===== src/pkg/lookup_regs.svh =====
// register indices, field positions, reset values and timing counts of the lookup status bank
`ifndef LOOKUP_REGS_SVH
`define LOOKUP_REGS_SVH

// ==========================================================
// register indices (byte address = index * 4)
`define LKP_IDX_RD_LOWER 14'h1805
`define LKP_IDX_RD_UPPER 14'h1806
`define LKP_IDX_CMD_STS  14'h1808
`define LKP_IDX_AGE_CFG  14'h1809
`define LKP_IDX_IRQ_STS  14'h1820
`define LKP_IDX_IRQ_MSK  14'h1821

// ==========================================================
// field positions
`define UPR_VALID_BIT    24
`define UPR_END_BIT      23
`define UPR_STATIC_BIT   22
`define UPR_FILTER_BIT   21
`define UPR_PRIO_LSB     19
`define UPR_PORT_LSB     16
`define UPR_MAC_LSB      0
`define STS_INIT_BIT     1
`define STS_MAKE_BIT     0
`define CFG_AGE_TEST_BIT 0
`define IRQ_INIT_BIT     0
`define IRQ_SRCH_BIT     1
`define IRQ_MAKE_BIT     2
`define IRQ_W            3

// ==========================================================
// reset values
`define RST_WORD 32'h0000_0000
`define RST_IRQ  3'h0

// ==========================================================
// timing
`define CLK_PERIOD_NS     100
`define INIT_TIME_US      20
`define INIT_CYCLES       ((`INIT_TIME_US * 1000 + `CLK_PERIOD_NS - 1) / `CLK_PERIOD_NS)
`define AGE_NORMAL_MIN    5
`define AGE_TEST_MS       50
`define AGE_NORMAL_CYCLES (64'(`AGE_NORMAL_MIN) * 64'd60000000000 / 64'(`CLK_PERIOD_NS))
`define AGE_TEST_CYCLES   (64'(`AGE_TEST_MS) * 64'd1000000 / 64'(`CLK_PERIOD_NS))

`endif


===== src/pkg/lookup_pkg.sv =====
// types shared by the lookup status bank and its aging timer
package lookup_pkg;

    typedef enum logic [0:0] {INIT_RUN, INIT_DONE} init_state_t;

    typedef struct packed {
        init_state_t init_st;
        logic [15:0] init_cnt;
        logic        init_done;
        logic        valid;
        logic        tbl_end;
        logic        ent_static;
        logic        ent_filter;
        logic [1:0]  ent_prio;
        logic [2:0]  ent_port;
        logic [47:0] mac;
        logic        make_pend;
        logic        age_test;
        logic [2:0]  irq_sts;
        logic [2:0]  irq_msk;
        logic [31:0] rdata;
        logic        irq;
        logic        rx_drop;
        logic        prio_use;
        logic [1:0]  prio_val;
        logic        age_tick;
    } bank_state_t;

    typedef struct packed {
        logic [31:0] cnt;
        logic        mode;
        logic        tick;
    } timer_state_t;

endpackage : lookup_pkg


===== src/pkg/age_if.sv =====
// aging timer link between the status bank and its timer
`timescale 1ns/1ps

interface age_if;
    logic test_mode;
    logic tick;
    modport timer (input test_mode, output tick);
    modport user  (output test_mode, input tick);
endinterface : age_if


===== src/rtl/aging_timer.sv =====
// aging timer: one-cycle tick per aging period
`timescale 1ns/1ps

module aging_timer
#(
    parameter logic [31:0] NORMAL_CYCLES = 32'd100,
    parameter logic [31:0] TEST_CYCLES   = 32'd10
)
(
    input  wire logic clk,
    input  wire logic rst_n,
    age_if.timer      age
);

    lookup_pkg::timer_state_t q;
    lookup_pkg::timer_state_t d;
    logic [31:0]              last;

    assign last    = (q.mode ? TEST_CYCLES : NORMAL_CYCLES) - 32'd1;
    assign age.tick = q.tick;

    // ==========================================================
    // period counter
    always_comb
    begin
        d      = q;
        d.tick = 1'b0;
        d.mode = age.test_mode;
        // mode change restarts the period so a short test never inherits a long count
        if (q.mode != age.test_mode)
        begin
            d.cnt = 32'd0;
        end
        else if (q.cnt >= last)
        begin
            d.cnt  = 32'd0;
            d.tick = 1'b1;
        end
        else
        begin
            d.cnt = q.cnt + 32'd1;
        end
    end

    always_ff @(posedge clk or negedge rst_n)
    begin
        if (!rst_n)
        begin
            q <= '0;
        end
        else
        begin
            q <= d;
        end
    end

endmodule : aging_timer


===== src/rtl/lookup_table_readback_status.sv =====
// lookup table readback, command status, aging and interrupt register bank
`timescale 1ns/1ps
`include "lookup_regs.svh"

// ==========================================================
// Notes on behaviour
// - a first or next search command clears the entry-valid flag.
// - a search that finds an entry sets valid and loads the entry.
// - a search reaching the table top without a find leaves valid clear.
// - table_walk_finished flag sets when the walk ends; valid may be either.
// - static shows aging exemption; others vanish after 5 to 10 idle minutes.
// - filter field means destination-matching packets are dropped.
// - entry priority used only for static entries with the override set.
// - three-bit port field; top bit set means several ports.
// - upper word low sixteen bits hold the last sixteen address bits.
// - after reset the table initialises for about 20 us, dropping packets.
// - init-complete reads 0 after reset and sets itself when done.
// - make-pending reads 1 while an add is in progress, then clears.
// - lower word holds the first 32 address bits, bit 0 multicast.
// - short aging test shrinks the aging period from 5 min to 50 ms.
module lookup_table_readback_status
#(
    parameter logic [31:0] AGE_NORMAL_CYCLES = 32'(`AGE_NORMAL_CYCLES),
    parameter logic [31:0] AGE_TEST_CYCLES   = 32'(`AGE_TEST_CYCLES)
)
(
    input  wire logic        clk,
    input  wire logic        rst_n,
    input  wire logic [15:0] reg_addr,
    input  wire logic [31:0] reg_wdata,
    input  wire logic        reg_wr,
    input  wire logic        reg_rd,
    output logic      [31:0] reg_rdata,
    output logic             irq,
    input  wire logic        search_first_req,
    input  wire logic        search_next_req,
    input  wire logic        srch_done,
    input  wire logic        srch_hit,
    input  wire logic        srch_end,
    input  wire logic        srch_static,
    input  wire logic        srch_filter,
    input  wire logic [1:0]  srch_prio,
    input  wire logic [2:0]  srch_port,
    input  wire logic [47:0] srch_mac,
    input  wire logic        make_req,
    input  wire logic        make_done,
    input  wire logic        dest_priority_override,
    input  wire logic        da_hit,
    input  wire logic        da_static,
    input  wire logic        da_filter,
    input  wire logic [1:0]  da_prio,
    output logic             rx_drop,
    output logic             da_prio_use,
    output logic      [1:0]  da_prio_out,
    output logic             age_tick,
    output logic             table_init_complete
);

    localparam logic [15:0] INIT_LAST = 16'(`INIT_CYCLES - 1);

    lookup_pkg::bank_state_t q;
    lookup_pkg::bank_state_t d;
    age_if                   age ();

    logic [13:0]       idx;
    logic              aligned;
    logic              rd_ok;
    logic              wr_ok;
    logic [`IRQ_W-1:0] ev;
    logic [31:0]       rword;

    assign idx     = reg_addr[15:2];
    assign aligned = (reg_addr[1:0] == 2'h0);
    assign rd_ok   = reg_rd && aligned;
    assign wr_ok   = reg_wr && aligned;

    assign age.test_mode = q.age_test;

    aging_timer
    #(
        .NORMAL_CYCLES (AGE_NORMAL_CYCLES),
        .TEST_CYCLES   (AGE_TEST_CYCLES)
    )
    u_timer
    (
        .clk   (clk),
        .rst_n (rst_n),
        .age   (age.timer)
    );

    // ==========================================================
    // read mux
    always_comb
    begin
        rword = `RST_WORD;
        case (idx)
            `LKP_IDX_RD_LOWER:
            begin
                rword = q.mac[31:0];
            end
            `LKP_IDX_RD_UPPER:
            begin
                rword[`UPR_VALID_BIT]       = q.valid;
                rword[`UPR_END_BIT]         = q.tbl_end;
                rword[`UPR_STATIC_BIT]      = q.ent_static;
                rword[`UPR_FILTER_BIT]      = q.ent_filter;
                rword[`UPR_PRIO_LSB +: 2]   = q.ent_prio;
                rword[`UPR_PORT_LSB +: 3]   = q.ent_port;
                rword[`UPR_MAC_LSB +: 16]   = q.mac[47:32];
            end
            `LKP_IDX_CMD_STS:
            begin
                rword[`STS_INIT_BIT] = q.init_done;
                rword[`STS_MAKE_BIT] = q.make_pend;
            end
            `LKP_IDX_AGE_CFG:
            begin
                rword[`CFG_AGE_TEST_BIT] = q.age_test;
            end
            `LKP_IDX_IRQ_STS:
            begin
                rword[`IRQ_W-1:0] = q.irq_sts;
            end
            `LKP_IDX_IRQ_MSK:
            begin
                rword[`IRQ_W-1:0] = q.irq_msk;
            end
            default:
            begin
                rword = `RST_WORD;
            end
        endcase
    end

    // ==========================================================
    // next state
    always_comb
    begin
        d          = q;
        ev         = '0;
        d.age_tick = age.tick;
        d.rdata    = rd_ok ? rword : `RST_WORD;

        // table initialisation after reset
        case (q.init_st)
            lookup_pkg::INIT_RUN:
            begin
                if (q.init_cnt == INIT_LAST)
                begin
                    d.init_st           = lookup_pkg::INIT_DONE;
                    d.init_done         = 1'b1;
                    ev[`IRQ_INIT_BIT]   = 1'b1;
                end
                else
                begin
                    d.init_cnt = q.init_cnt + 16'h0001;
                end
            end
            lookup_pkg::INIT_DONE:
            begin
                d.init_done = 1'b1;
            end
            default:
            begin
                d.init_st = lookup_pkg::INIT_RUN;
            end
        endcase

        // search commands; a result in the same cycle wins over the clear
        if (search_first_req || search_next_req)
        begin
            d.valid   = 1'b0;
            d.tbl_end = 1'b0;
        end
        if (srch_done)
        begin
            d.valid             = srch_hit;
            d.tbl_end           = srch_end;
            ev[`IRQ_SRCH_BIT]   = 1'b1;
            if (srch_hit)
            begin
                d.ent_static = srch_static;
                d.ent_filter = srch_filter;
                d.ent_prio   = srch_prio;
                d.ent_port   = srch_port;
                d.mac        = srch_mac;
            end
        end

        // add-entry progress; a new request wins over completion
        if (make_done)
        begin
            d.make_pend       = 1'b0;
            ev[`IRQ_MAKE_BIT] = q.make_pend;
        end
        if (make_req)
        begin
            d.make_pend = 1'b1;
        end

        // register writes; read-only words ignore them
        if (wr_ok)
        begin
            case (idx)
                `LKP_IDX_AGE_CFG:
                begin
                    d.age_test = reg_wdata[`CFG_AGE_TEST_BIT];
                end
                `LKP_IDX_IRQ_STS:
                begin
                    d.irq_sts = q.irq_sts & ~reg_wdata[`IRQ_W-1:0];
                end
                `LKP_IDX_IRQ_MSK:
                begin
                    d.irq_msk = reg_wdata[`IRQ_W-1:0];
                end
                default:
                begin
                    d.irq_msk = q.irq_msk;
                end
            endcase
        end
        d.irq_sts = d.irq_sts | ev;
        d.irq     = |(d.irq_sts & d.irq_msk);

        // forwarding decisions for the current destination lookup
        d.rx_drop  = (q.init_st == lookup_pkg::INIT_RUN)
                     || (da_hit && da_filter);
        d.prio_use = da_hit && da_static && dest_priority_override;
        d.prio_val = d.prio_use ? da_prio : 2'h0;
    end

    always_ff @(posedge clk or negedge rst_n)
    begin
        if (!rst_n)
        begin
            q         <= '0;
            q.init_st <= lookup_pkg::INIT_RUN;
            q.rx_drop <= 1'b1;
        end
        else
        begin
            q <= d;
        end
    end

    // ==========================================================
    // outputs
    assign reg_rdata           = q.rdata;
    assign irq                 = q.irq;
    assign rx_drop             = q.rx_drop;
    assign da_prio_use         = q.prio_use;
    assign da_prio_out         = q.prio_val;
    assign age_tick            = q.age_tick;
    assign table_init_complete = q.init_done;

    // ==========================================================
    // checks
    logic [15:0] cyc_q;

    always_ff @(posedge clk or negedge rst_n)
    begin
        if (!rst_n)
        begin
            cyc_q <= 16'h0000;
        end
        else if (cyc_q <= INIT_LAST)
        begin
            cyc_q <= cyc_q + 16'h0001;
        end
    end
endmodule : lookup_table_readback_status


===== config.mk =====
export PLATFORM = sky130hd
export DESIGN_NAME = lookup_table_readback_status
export DESIGN_NICKNAME = d
export VERILOG_FILES = /design/src/pkg/lookup_pkg.sv /design/src/pkg/age_if.sv /design/src/rtl/aging_timer.sv /design/src/rtl/lookup_table_readback_status.sv
export VERILOG_INCLUDE_DIRS = /design/src /design/src/pkg
export SDC_FILE = /design/constraint.sdc
export NUM_CORES = 1
export LEC_CHECK = 0
export ABC_CLOCK_PERIOD_IN_PS = 3500
export BUFFER_PORTS_ARGS = -buffer_cell sky130_fd_sc_hd__buf_2
export CORE_UTILIZATION = 40
export CTS_BUF_LIST = sky130_fd_sc_hd__clkbuf_16
export DETAILED_ROUTE_END_ITERATION = 8
export PLACE_DENSITY = 0.59
export SLEW_MARGIN = 20
export SYNTH_ARGS = -nofsm -noshare
export SYNTH_HDL_FRONTEND = slang
export SYNTH_SLANG_ARGS = --single-unit

===== constraint.sdc =====
create_clock -name clk -period 3.5 [get_ports clk]
set_clock_uncertainty 0.1 [all_clocks]
set_input_delay 0.525 -clock clk [delete_from_list [all_inputs] [get_ports clk]]
set_output_delay 0.525 -clock clk [all_outputs]
set_load 0.005 [all_outputs]

Word-level counts from Yosys, hierarchy flattened
Cells that the tools add are included.
W data, S select, Z words.
- $add $sub $neg: 3
- magnitude comparators: 1
- equality and inequality tests: 9
- muxes and demuxes: 28
- bitwise logic cells: 6
- reduce and logical (&&, ||, !) cells: 14
- operator list (operator ; count):
    $mux W32 ; 4
    $eq A14 B13 Y1 const B ; 6
    $mux W57 ; 1
    $mux W55 ; 1
    $pmux W22 S2 ; 1
    $add A32 B1 Y32 const B ; 1
    $ge A32 B32 Y1 ; 1
    $sub A32 B1 Y32 const B ; 1
    $mux W17 ; 1
    $add A16 B1 Y16 const B ; 1
    $eq A16 B8 Y1 const B ; 1
    $mux W16 ; 1
    $mux W1 ; 9
    $mux W7 ; 1
    $and A3 B3 Y3 ; 2
    $mux W3 ; 2
    $mux W6 ; 1
    $pmux W1 S6 ; 1
    $reduce_and A2 Y1 ; 3
    $logic_and A1 B1 Y1 ; 5
    $pmux W1 S5 ; 1
    $mux W2 ; 2
    $pmux W1 S4 ; 1
    $reduce_bool A2 Y1 ; 2
    9 further kinds ; 11
- register bits: 155
- output and inout bits: 39
- logic and storage cells: 84

Logic depth before layout (Yosys ltp)
Gate-level depths: netlist (run 1).
- word-level depth: 7
- depth in mapped cells: 8
- gate-level depth less buffers: 7

By module
From an unflattened synthesis (run 1), not the netlist that was laid out.
- cell total of the unflattened synthesis: 615
- area, all modules: 7440.9 µm²
- modules (own cells, without submodules) (module ; times used ; cells each ; area each (µm²) ; seq. area each (µm²)):
    lookup_table_readback_status ; 1 ; 402 ; 5092.4 ; 3029.2
    aging_timer ; 1 ; 213 ; 2348.5 ; 850.8

Worst setup path after synthesis (run 1)
No wires, ideal clock.
- path type: reg-to-reg
- from: register u_timer.q[1] in the netlist's numbering
- to: register u_timer.q[10] in the netlist's numbering
- library setup time: 0.145 ns
- data arrival time: 2.352 ns
- data required time: 3.255 ns
- setup slack: 0.904 ns
- cell stages (with the launch flop): 9
- buffers on the path: 1
- cell sequence: dfrtp_1 > inv_1 > ha_1 > nand4_1 > or4b_1 > o221ai_1 > a221o_2 > buf_6 > nor3_2
- RTL lines (what ; RTL line ; text):
    from (decl) ; aging_timer.sv:15 ; lookup_pkg::timer_state_t q;
    from (signal assigned) ; aging_timer.sv:49 ; q <= '0;
    from (signal assigned) ; aging_timer.sv:53 ; q <= d;

==> results of run 1 <==
## final timing paths
kind | startpoint | end | slack (ns) | cells past startpoint
hold / removal | make_req | q[45] | 0.18 | 2
setup / recovery | u_timer.q[1] | u_timer.age.tick | 0.89 | 8
max in group asynchronous | rst_n | rx_drop | 1.90 | 3
setup reg to reg | u_timer.q[1] | u_timer.age.tick | 0.89 | 8
hold reg to reg | u_timer.age.tick | age_tick | 0.25 | 0
min in group asynchronous | rst_n | u_timer.q[3] | 0.49 | 2
## power by group
part           switching [mW]  internal [mW]
sequential             0.0958           1.92
clock                   0.788           1.15
combinational           0.137          0.165
total                    1.02           3.23
## sequential cells by signal, summed over array words and instances (netlist names)
register	flops
age.test_mode	1
age_tick	1
da_prio_out	2
da_prio_use	1
irq	1
q	81
reg_rdata	32
rx_drop	1
table_init_complete	1
u_timer.age.tick	1
u_timer.q	33
## synth_stat cells, drive strengths merged, types with 2 or more instances
master  count
nand4b      5
a21oi       6
or3         2
or2         3
a22o        2
and2        5
nor2b       5
and4        6
o21a        3
o221ai      2
o211ai      2
a211oi      2
ha         21
nor2       38
nor4        7
buf        47
nand2b      2
clkbuf     14
a22oi      26
nand4      13
and3       18
o21ai       5
mux2       58
nor4b       2
nand3      18
mux2i       2
nor3b       2
a21o        4
xor2       10
nand2      26
xnor2      36
inv        15
nor3       44
dfrtp     154
nor4bb      3
## stage by stage
stage	hold slack, ns	setup WS (ns)	area [µm²]	cells	power (mW)
after floorplan	0.129	0.904	7420	622	2.20
after global placement	0.240	0.879	8050	928	2.33
after detailed placement	0.235	0.861	8050	928	2.35
after CTS	0.155	0.860	8690	961	4.32
after global routing	0.176	0.766	8690	961	4.44
final	0.176	0.893	8690	961	4.26
## repair_timing
action / 4_1_cts / 5_1_grt
hold buffers: 1 / 0
setup endpoints to repair: 0 / 0
hold endpoints to repair: 39 / 0
## worst max-delay path: stages, from the launching register on
cell      delay (ns)
dfrtp_1         0.37
buf_4           0.21
ha_1            0.33
a21o_1          0.18
a221oi_1        0.32
o221ai_1        0.16
a221o_2         0.37
buf_4           0.24
nor2b_1         0.16
## logic make-up after synthesis
group                    after synthesis
AO/OA/AOI/OAI                         60
flip-flops                           155
multiplexers                          60
buffers and inverters                 77
adder cells (fa/ha/maj)               21
XOR/XNOR                              46
AND/OR/NAND/NOR                      203
## final cells by class
| class | instances | area share (%) |
|---|---|---|
| Sequential cell | 155 | 44.6 |
| Clock inverter | 15 | 2.33 |
| Tap cell | 229 | 3.30 |
| Multi-Input combinational cell | 390 | 35.6 |
| Timing Repair Buffer | 140 | 8.62 |
| Inverter | 15 | 0.648 |
| Clock buffer | 17 | 4.89 |
## metal layers
layer  vias to the layer above  share of wire, %  routed length (µm)
li1                       2369                 -                   -
met1                      2438                45                6890
met5                         -                 0                   0
met3                        17               4.7                 732
met4                         0               1.4                 212
met2                       114                49                7600
==> flow_summary.json, run 1 <==
{
  "most-common-layout-cells": "dfrtp_1 (154), buf_2 (128), mux2_2 (57), nor2_1 (38), xnor2_1 (36)",
  "startpoint_type": "flop",
  "fin_crit_ns": 2.61,
  "routed_wl_um": 15400,
  "synth_fa_ha_area_share_pct": 3.54,
  "crit_type": "reg2reg",
  "clockRootBuffer": "clkbuf_16",
  "grt_setup_unrepaired": "no",
  "synthArstFlopShare_pct": 100,
  "multiInputGateArea_um2": 3090,
  "outcome": "complete, but fails checks",
  "syn_avg_cell_area_um2": 11.9,
  "first_pass_iters": 6,
  "cts_made_buffers": 17,
  "synth_compound_area_share_pct": 5.93,
  "cp.required_ns": 3.69,
  "synthDistinctLibCells": 60,
  "grt_use_met1_pct": 21.6,
  "layout_commonest_cell": "dfrtp_1",
  "ir_drop_v": 0.000370,
  "synth_top_area_share_pct": 51.9,
  "cts_tree": "done",
  "hpwl_um": 10800,
  "grt_usage_pct": 17.2,
  "port_buffers": 129,
  "start_util_pct": 41.0,
  "clk_pin_slew_ns": 0.06,
  "clock_latency_ns": 0.42,
  "tns_ns": 0,
  "boundaryPins": 159,
  "ys_warn_count": 0,
  "synth-seq-cells": 155,
  "final_antenna_net_count": 0,
  "synth_mux_area_share_pct": 9.07,
  "layout-drive-gt1-share_pct": 37.2,
  "ys.flop_type": "dfrtp_1",
  "gp_congestion": 0.813,
  "insertedDiodeCount": 0,
  "final_nets": 860,
  "synth_top_family_by_area": "simple AND/OR/NAND/NOR gates",
  "ys_seq_area_share_pct": 52.3,
  "use_met2_pct": 29.2,
  "cts_setup_buffers": 0,
  "rows": 49,
  "max_slew_margin_pct": 50.7,
  "yosys.area_share.simple_pct": 17.4,
  "synth_area_um2": 7420,
  "die_area_um2": 19100,
  "powerDensity_nw_per_um2": 490,
  "final_max_slew_viol_count": 0,
  "core_um2": 18100,
  "cts_max_path_buffers": 2,
  "numClockSinks": 155,
  "drc_errors": 10,
  "wire_per_inst_um": 16.1,
  "max_freq_mhz": 384,
  "setup_violations": 0,
  "p_leak_nw": 4.17,
  "grt_pass1_vias": 5222,
  "synth-edff-count": 0,
  "area_growth_pct": 17.1,
  "grt_first_pass_wirelength_um": 26000,
  "htreeDepth": 4,
  "final_util_pct": 48.1,
  "grt_max_degree": 71,
  "grt_util_met3_pct": 4.68,
  "yosys.area_share.xor_xnor_pct": 5.43,
  "post-synth-top-area-cell": "dfrtp_1",
  "crit_path_max_fanout": 20,
  "dieHeight_um": 138,
  "die_x_um": 138,
  "post-route-period-util_pct": 74.5,
  "violations": "design-rule violations",
  "netlist_top_cells_area": "dfrtp_1 (52%), mux2_2 (8.6%), xnor2_1 (4.2%)",
  "cts_resized": 0,
  "antenna_found_initial": 0,
  "final-seq-area_um2": 3880,
  "drt-initial-drc-count": 215,
  "fillerInstances": 1618,
  "syn_inst": 622,
  "worstSetupEndpointType": "flop",
  "drv_cap": 0,
  "worst_pin_slew_ns": 0.739,
  "drt-vias-per-instance": 5.14,
  "synth_nets": 763,
  "cp.arrival_ns": 2.79,
  "hold_class": "in2reg",
  "final_hold_viol_count": 0,
  "grt_overflow_total": 0,
  "num_vias": 4938,
  "grt_busiest_layer": "met2"
}
Power figures use the tool's default switching activity.
==> run 2: changes to the inputs <==
--- a/config.mk
+++ b/config.mk
@@ -6,12 +6,13 @@
 export SDC_FILE = /design/constraint.sdc
 export NUM_CORES = 1
 export LEC_CHECK = 0
-export ABC_CLOCK_PERIOD_IN_PS = 3500
+export ABC_AREA = 1
+export ABC_CLOCK_PERIOD_IN_PS = 2300
 export BUFFER_PORTS_ARGS = -buffer_cell sky130_fd_sc_hd__buf_2
 export CORE_UTILIZATION = 40
 export CTS_BUF_LIST = sky130_fd_sc_hd__clkbuf_16
 export DETAILED_ROUTE_END_ITERATION = 8
-export PLACE_DENSITY = 0.59
+export PLACE_DENSITY = 0.61
 export SLEW_MARGIN = 20
 export SYNTH_ARGS = -nofsm -noshare
 export SYNTH_HDL_FRONTEND = slang
==> constraint.sdc (replaced) <==
create_clock -name clk -period 2.3 [get_ports clk]
set_clock_uncertainty 0.1 [all_clocks]
set_input_delay 0.345 -clock clk [delete_from_list [all_inputs] [get_ports clk]]
set_output_delay 0.345 -clock clk [all_outputs]
set_load 0.005 [all_outputs]
==> run 2 against run 1 <==
Net effect:
- the run now ends clean
- largest power group unchanged
- flip-flop and latch count unchanged
- combinational power grew 58%
- critical path type unchanged
- final cell count is 32% higher
- highest routed layer unchanged
- die area rose by 5.4%
- power grew 48%
- via count increased by 19%
==> flow_summary.json, run 2 <==
{
  "ir_drop_v": 0.000487,
  "crit_type": "reg2reg",
  "drt-vias-per-instance": 4.66,
  "gp_congestion": 0.845,
  "yosys.area_share.xor_xnor_pct": 3.47,
  "synth_mux_area_share_pct": 7.91,
  "hpwl_um": 12500,
  "cts_tree": "done",
  "synth_compound_area_share_pct": 3.48,
  "start_util_pct": 41.3,
  "hold_class": "in2reg",
  "p_leak_nw": 4.43,
  "ys.flop_type": "dfrtp_1",
  "final-seq-area_um2": 3880,
  "post-synth-top-area-cell": "dfrtp_1",
  "core_um2": 19000,
  "synth-seq-cells": 155,
  "setup_violations": 0,
  "rows": 50,
  "synth-edff-count": 0,
  "powerDensity_nw_per_um2": 683,
  "final_util_pct": 48.5,
  "max_stage_delay_ns": 0.40,
  "synthMostInstantiatedCell": "nand2_1",
  "multiInputGateArea_um2": 3290,
  "num_vias": 5900,
  "max_slew_margin_pct": 62.4,
  "grt_setup_unrepaired": "no",
  "cts_max_path_buffers": 2,
  "final_max_slew_viol_count": 0,
  "cp.required_ns": 2.51,
  "final_antenna_net_count": 0,
  "cpMaxStageDelayCell": "dfrtp_1",
  "numClockSinks": 155,
  "syn_inst": 881,
  "cts_resized": 0,
  "outcome": "finished, final reports clean",
  "synth_area_um2": 7830,
  "regMostFlops": "q",
  "area_growth_pct": 17.6,
  "htreeDepth": 4,
  "largest_reg_flops": 81,
  "insertedDiodeCount": 0,
  "post-route-period-util_pct": 92.7,
  "grt_pass1_vias": 5943,
  "synth_nets": 1022,
  "final_nets": 1135,
  "final_hold_viol_count": 0,
  "synth_fa_ha_area_share_pct": 3.36,
  "crit-reg2reg-launch": "u_timer.q[1]",
  "dieHeight_um": 142,
  "boundaryPins": 159,
  "syn_avg_cell_area_um2": 8.88,
  "port_buffers": 129,
  "synth_top_family_by_area": "simple AND/OR/NAND/NOR gates",
  "fin_crit_ns": 2.13,
  "clk_pin_slew_ns": 0.07,
  "startpoint_type": "flop",
  "ys_warn_count": 0,
  "grt_first_pass_wirelength_um": 28700,
  "cts_made_buffers": 17,
  "critical_path.cell_chain": "buf_4 > ha_1 > nand2_1 > nor2_1 > nor2b_1 > nor2b_1 > nand2_1 > nand3_2 > buf_12 > nor2_1",
  "worstSetupEndpointType": "flop",
  "tns_ns": 0,
  "drc_errors": 0,
  "grt_max_degree": 58,
  "netlist_top_cells_area": "dfrtp_1 (49%), nand2_1 (11%), mux2_2 (7.9%)",
  "ys_seq_area_share_pct": 49.6,
  "cp.arrival_ns": 2.35,
  "startpoint": "u_timer.q[1]",
  "synth_top_area_share_pct": 49.2,
  "max_freq_mhz": 469,
  "worst_pin_slew_ns": 0.563,
  "layout-drive-gt1-share_pct": 25.3,
  "wire_per_inst_um": 13.6,
  "grt_usage_pct": 18.4,
  "yosys-top-cells-count": "nand2_1 (231), dfrtp_1 (154), nor2_1 (110)",
  "cts_setup_buffers": 0,
  "cp_top_family": "simple AND/OR/NAND/NOR gates",
  "clock_latency_ns": 0.43,
  "routed_wl_um": 17200,
  "synthArstFlopShare_pct": 100,
  "grt_overflow_total": 0,
  "synthDistinctLibCells": 36,
  "drt-initial-drc-count": 332,
  "yosys.area_share.simple_pct": 23.8,
  "crit_path_max_fanout": 28,
  "fillerInstances": 1855,
  "most-common-layout-cells": "nand2_1 (230), dfrtp_1 (154), buf_2 (128), nor2_1 (110), inv_1 (66)",
  "min_from": "da_filter",
  "drv_cap": 0,
  "die_area_um2": 20100,
  "first_pass_iters": 4,
  "clockRootBuffer": "clkbuf_16",
  "layout_commonest_cell": "nand2_1",
  "die_x_um": 142,
  "path_buf_inv": 2,
  "antenna_found_initial": 0
}
-- run 2: cell count changes after synthesis, sizes merged, moves of 6 or more --
cell | previous run | this run
clkbuf | 14 | 3
a22oi | 26 | 0
xnor2 | 36 | 6
o21ai | 5 | 17
inv | 15 | 70
nor4 | 7 | 0
and3 | 18 | 1
nand3 | 18 | 54
nor3 | 44 | 18
xor2 | 10 | 25
nor2 | 38 | 115
nand2 | 26 | 233
a21oi | 6 | 30
and4 | 6 | 0
-- run 2: timing repair --
action                     CTS  global route
setup endpoints to repair    0             0
hold buffers                 1             0
hold endpoints to repair    53             0
-- run 2: worst paths after layout --
kind	endpoint	slack [ns]	cells after the start
min in group asynchronous	q[94]	0.36	2
max in group asynchronous	q[111]	0.99	3
min reg2reg	age_tick	0.25	0
max	u_timer.q[30]	0.17	10
max reg2reg	u_timer.q[30]	0.17	10
min	rx_drop	0.02	3
-- run 2: per-stage QoR --
stage | setup slack, ns | hold slack, ns | total power, mW | cells | cell area [µm²]
finish | 0.168 | 0.0170 | 6.28 | 1267 | 9200
detailed placement | 0.168 | 0.236 | 3.59 | 1234 | 8610
global route | 0.00152 | 0.00990 | 6.55 | 1267 | 9200
CTS | 0.155 | 0.00711 | 6.36 | 1267 | 9200
floorplan | 0.225 | -0.0506 | 3.36 | 881 | 7830
global placement | 0.196 | 0.234 | 3.57 | 1234 | 8610
-- run 2: cell families after synthesis --
group / after synthesis
adder cells (fa/ha/maj): 21
buffers and inverters: 125
multiplexers: 55
AND/OR/NAND/NOR: 442
XOR/XNOR: 31
AO/OA/AOI/OAI: 52
flip-flops: 155
-- run 2: layout make-up --
cell class | count | area share [%]
sequential | 155 | 42.2
multi-input combinational | 601 | 35.8
timing repair buffer | 147 | 9.26
clock buffer | 17 | 4.62
tap | 260 | 3.54
inverter | 72 | 2.95
clock inverter | 15 | 1.67
-- run 2: where the power goes --
part | internal (mW) | switching (mW)
sequential | 2.92 | 0.135
combinational | 0.251 | 0.227
clock | 1.45 | 1.30
-- run 2: routing by layer --
| layer | track usage, % | wire [µm] | part of all wire [%] |
|---|---|---|---|
| met5 | 0 | 0 | 0 |
| met4 | 6.45 | 319 | 1.9 |
| met3 | 3.91 | 463 | 2.7 |
| met2 | 31.8 | 8640 | 50 |
| met1 | 22.9 | 7760 | 45 |
-- run 2: worst min-delay path, cell delays in order --
cell,delay [ns]
buf_2,0.10
nand2_1,0.05
nand2_1,0.04
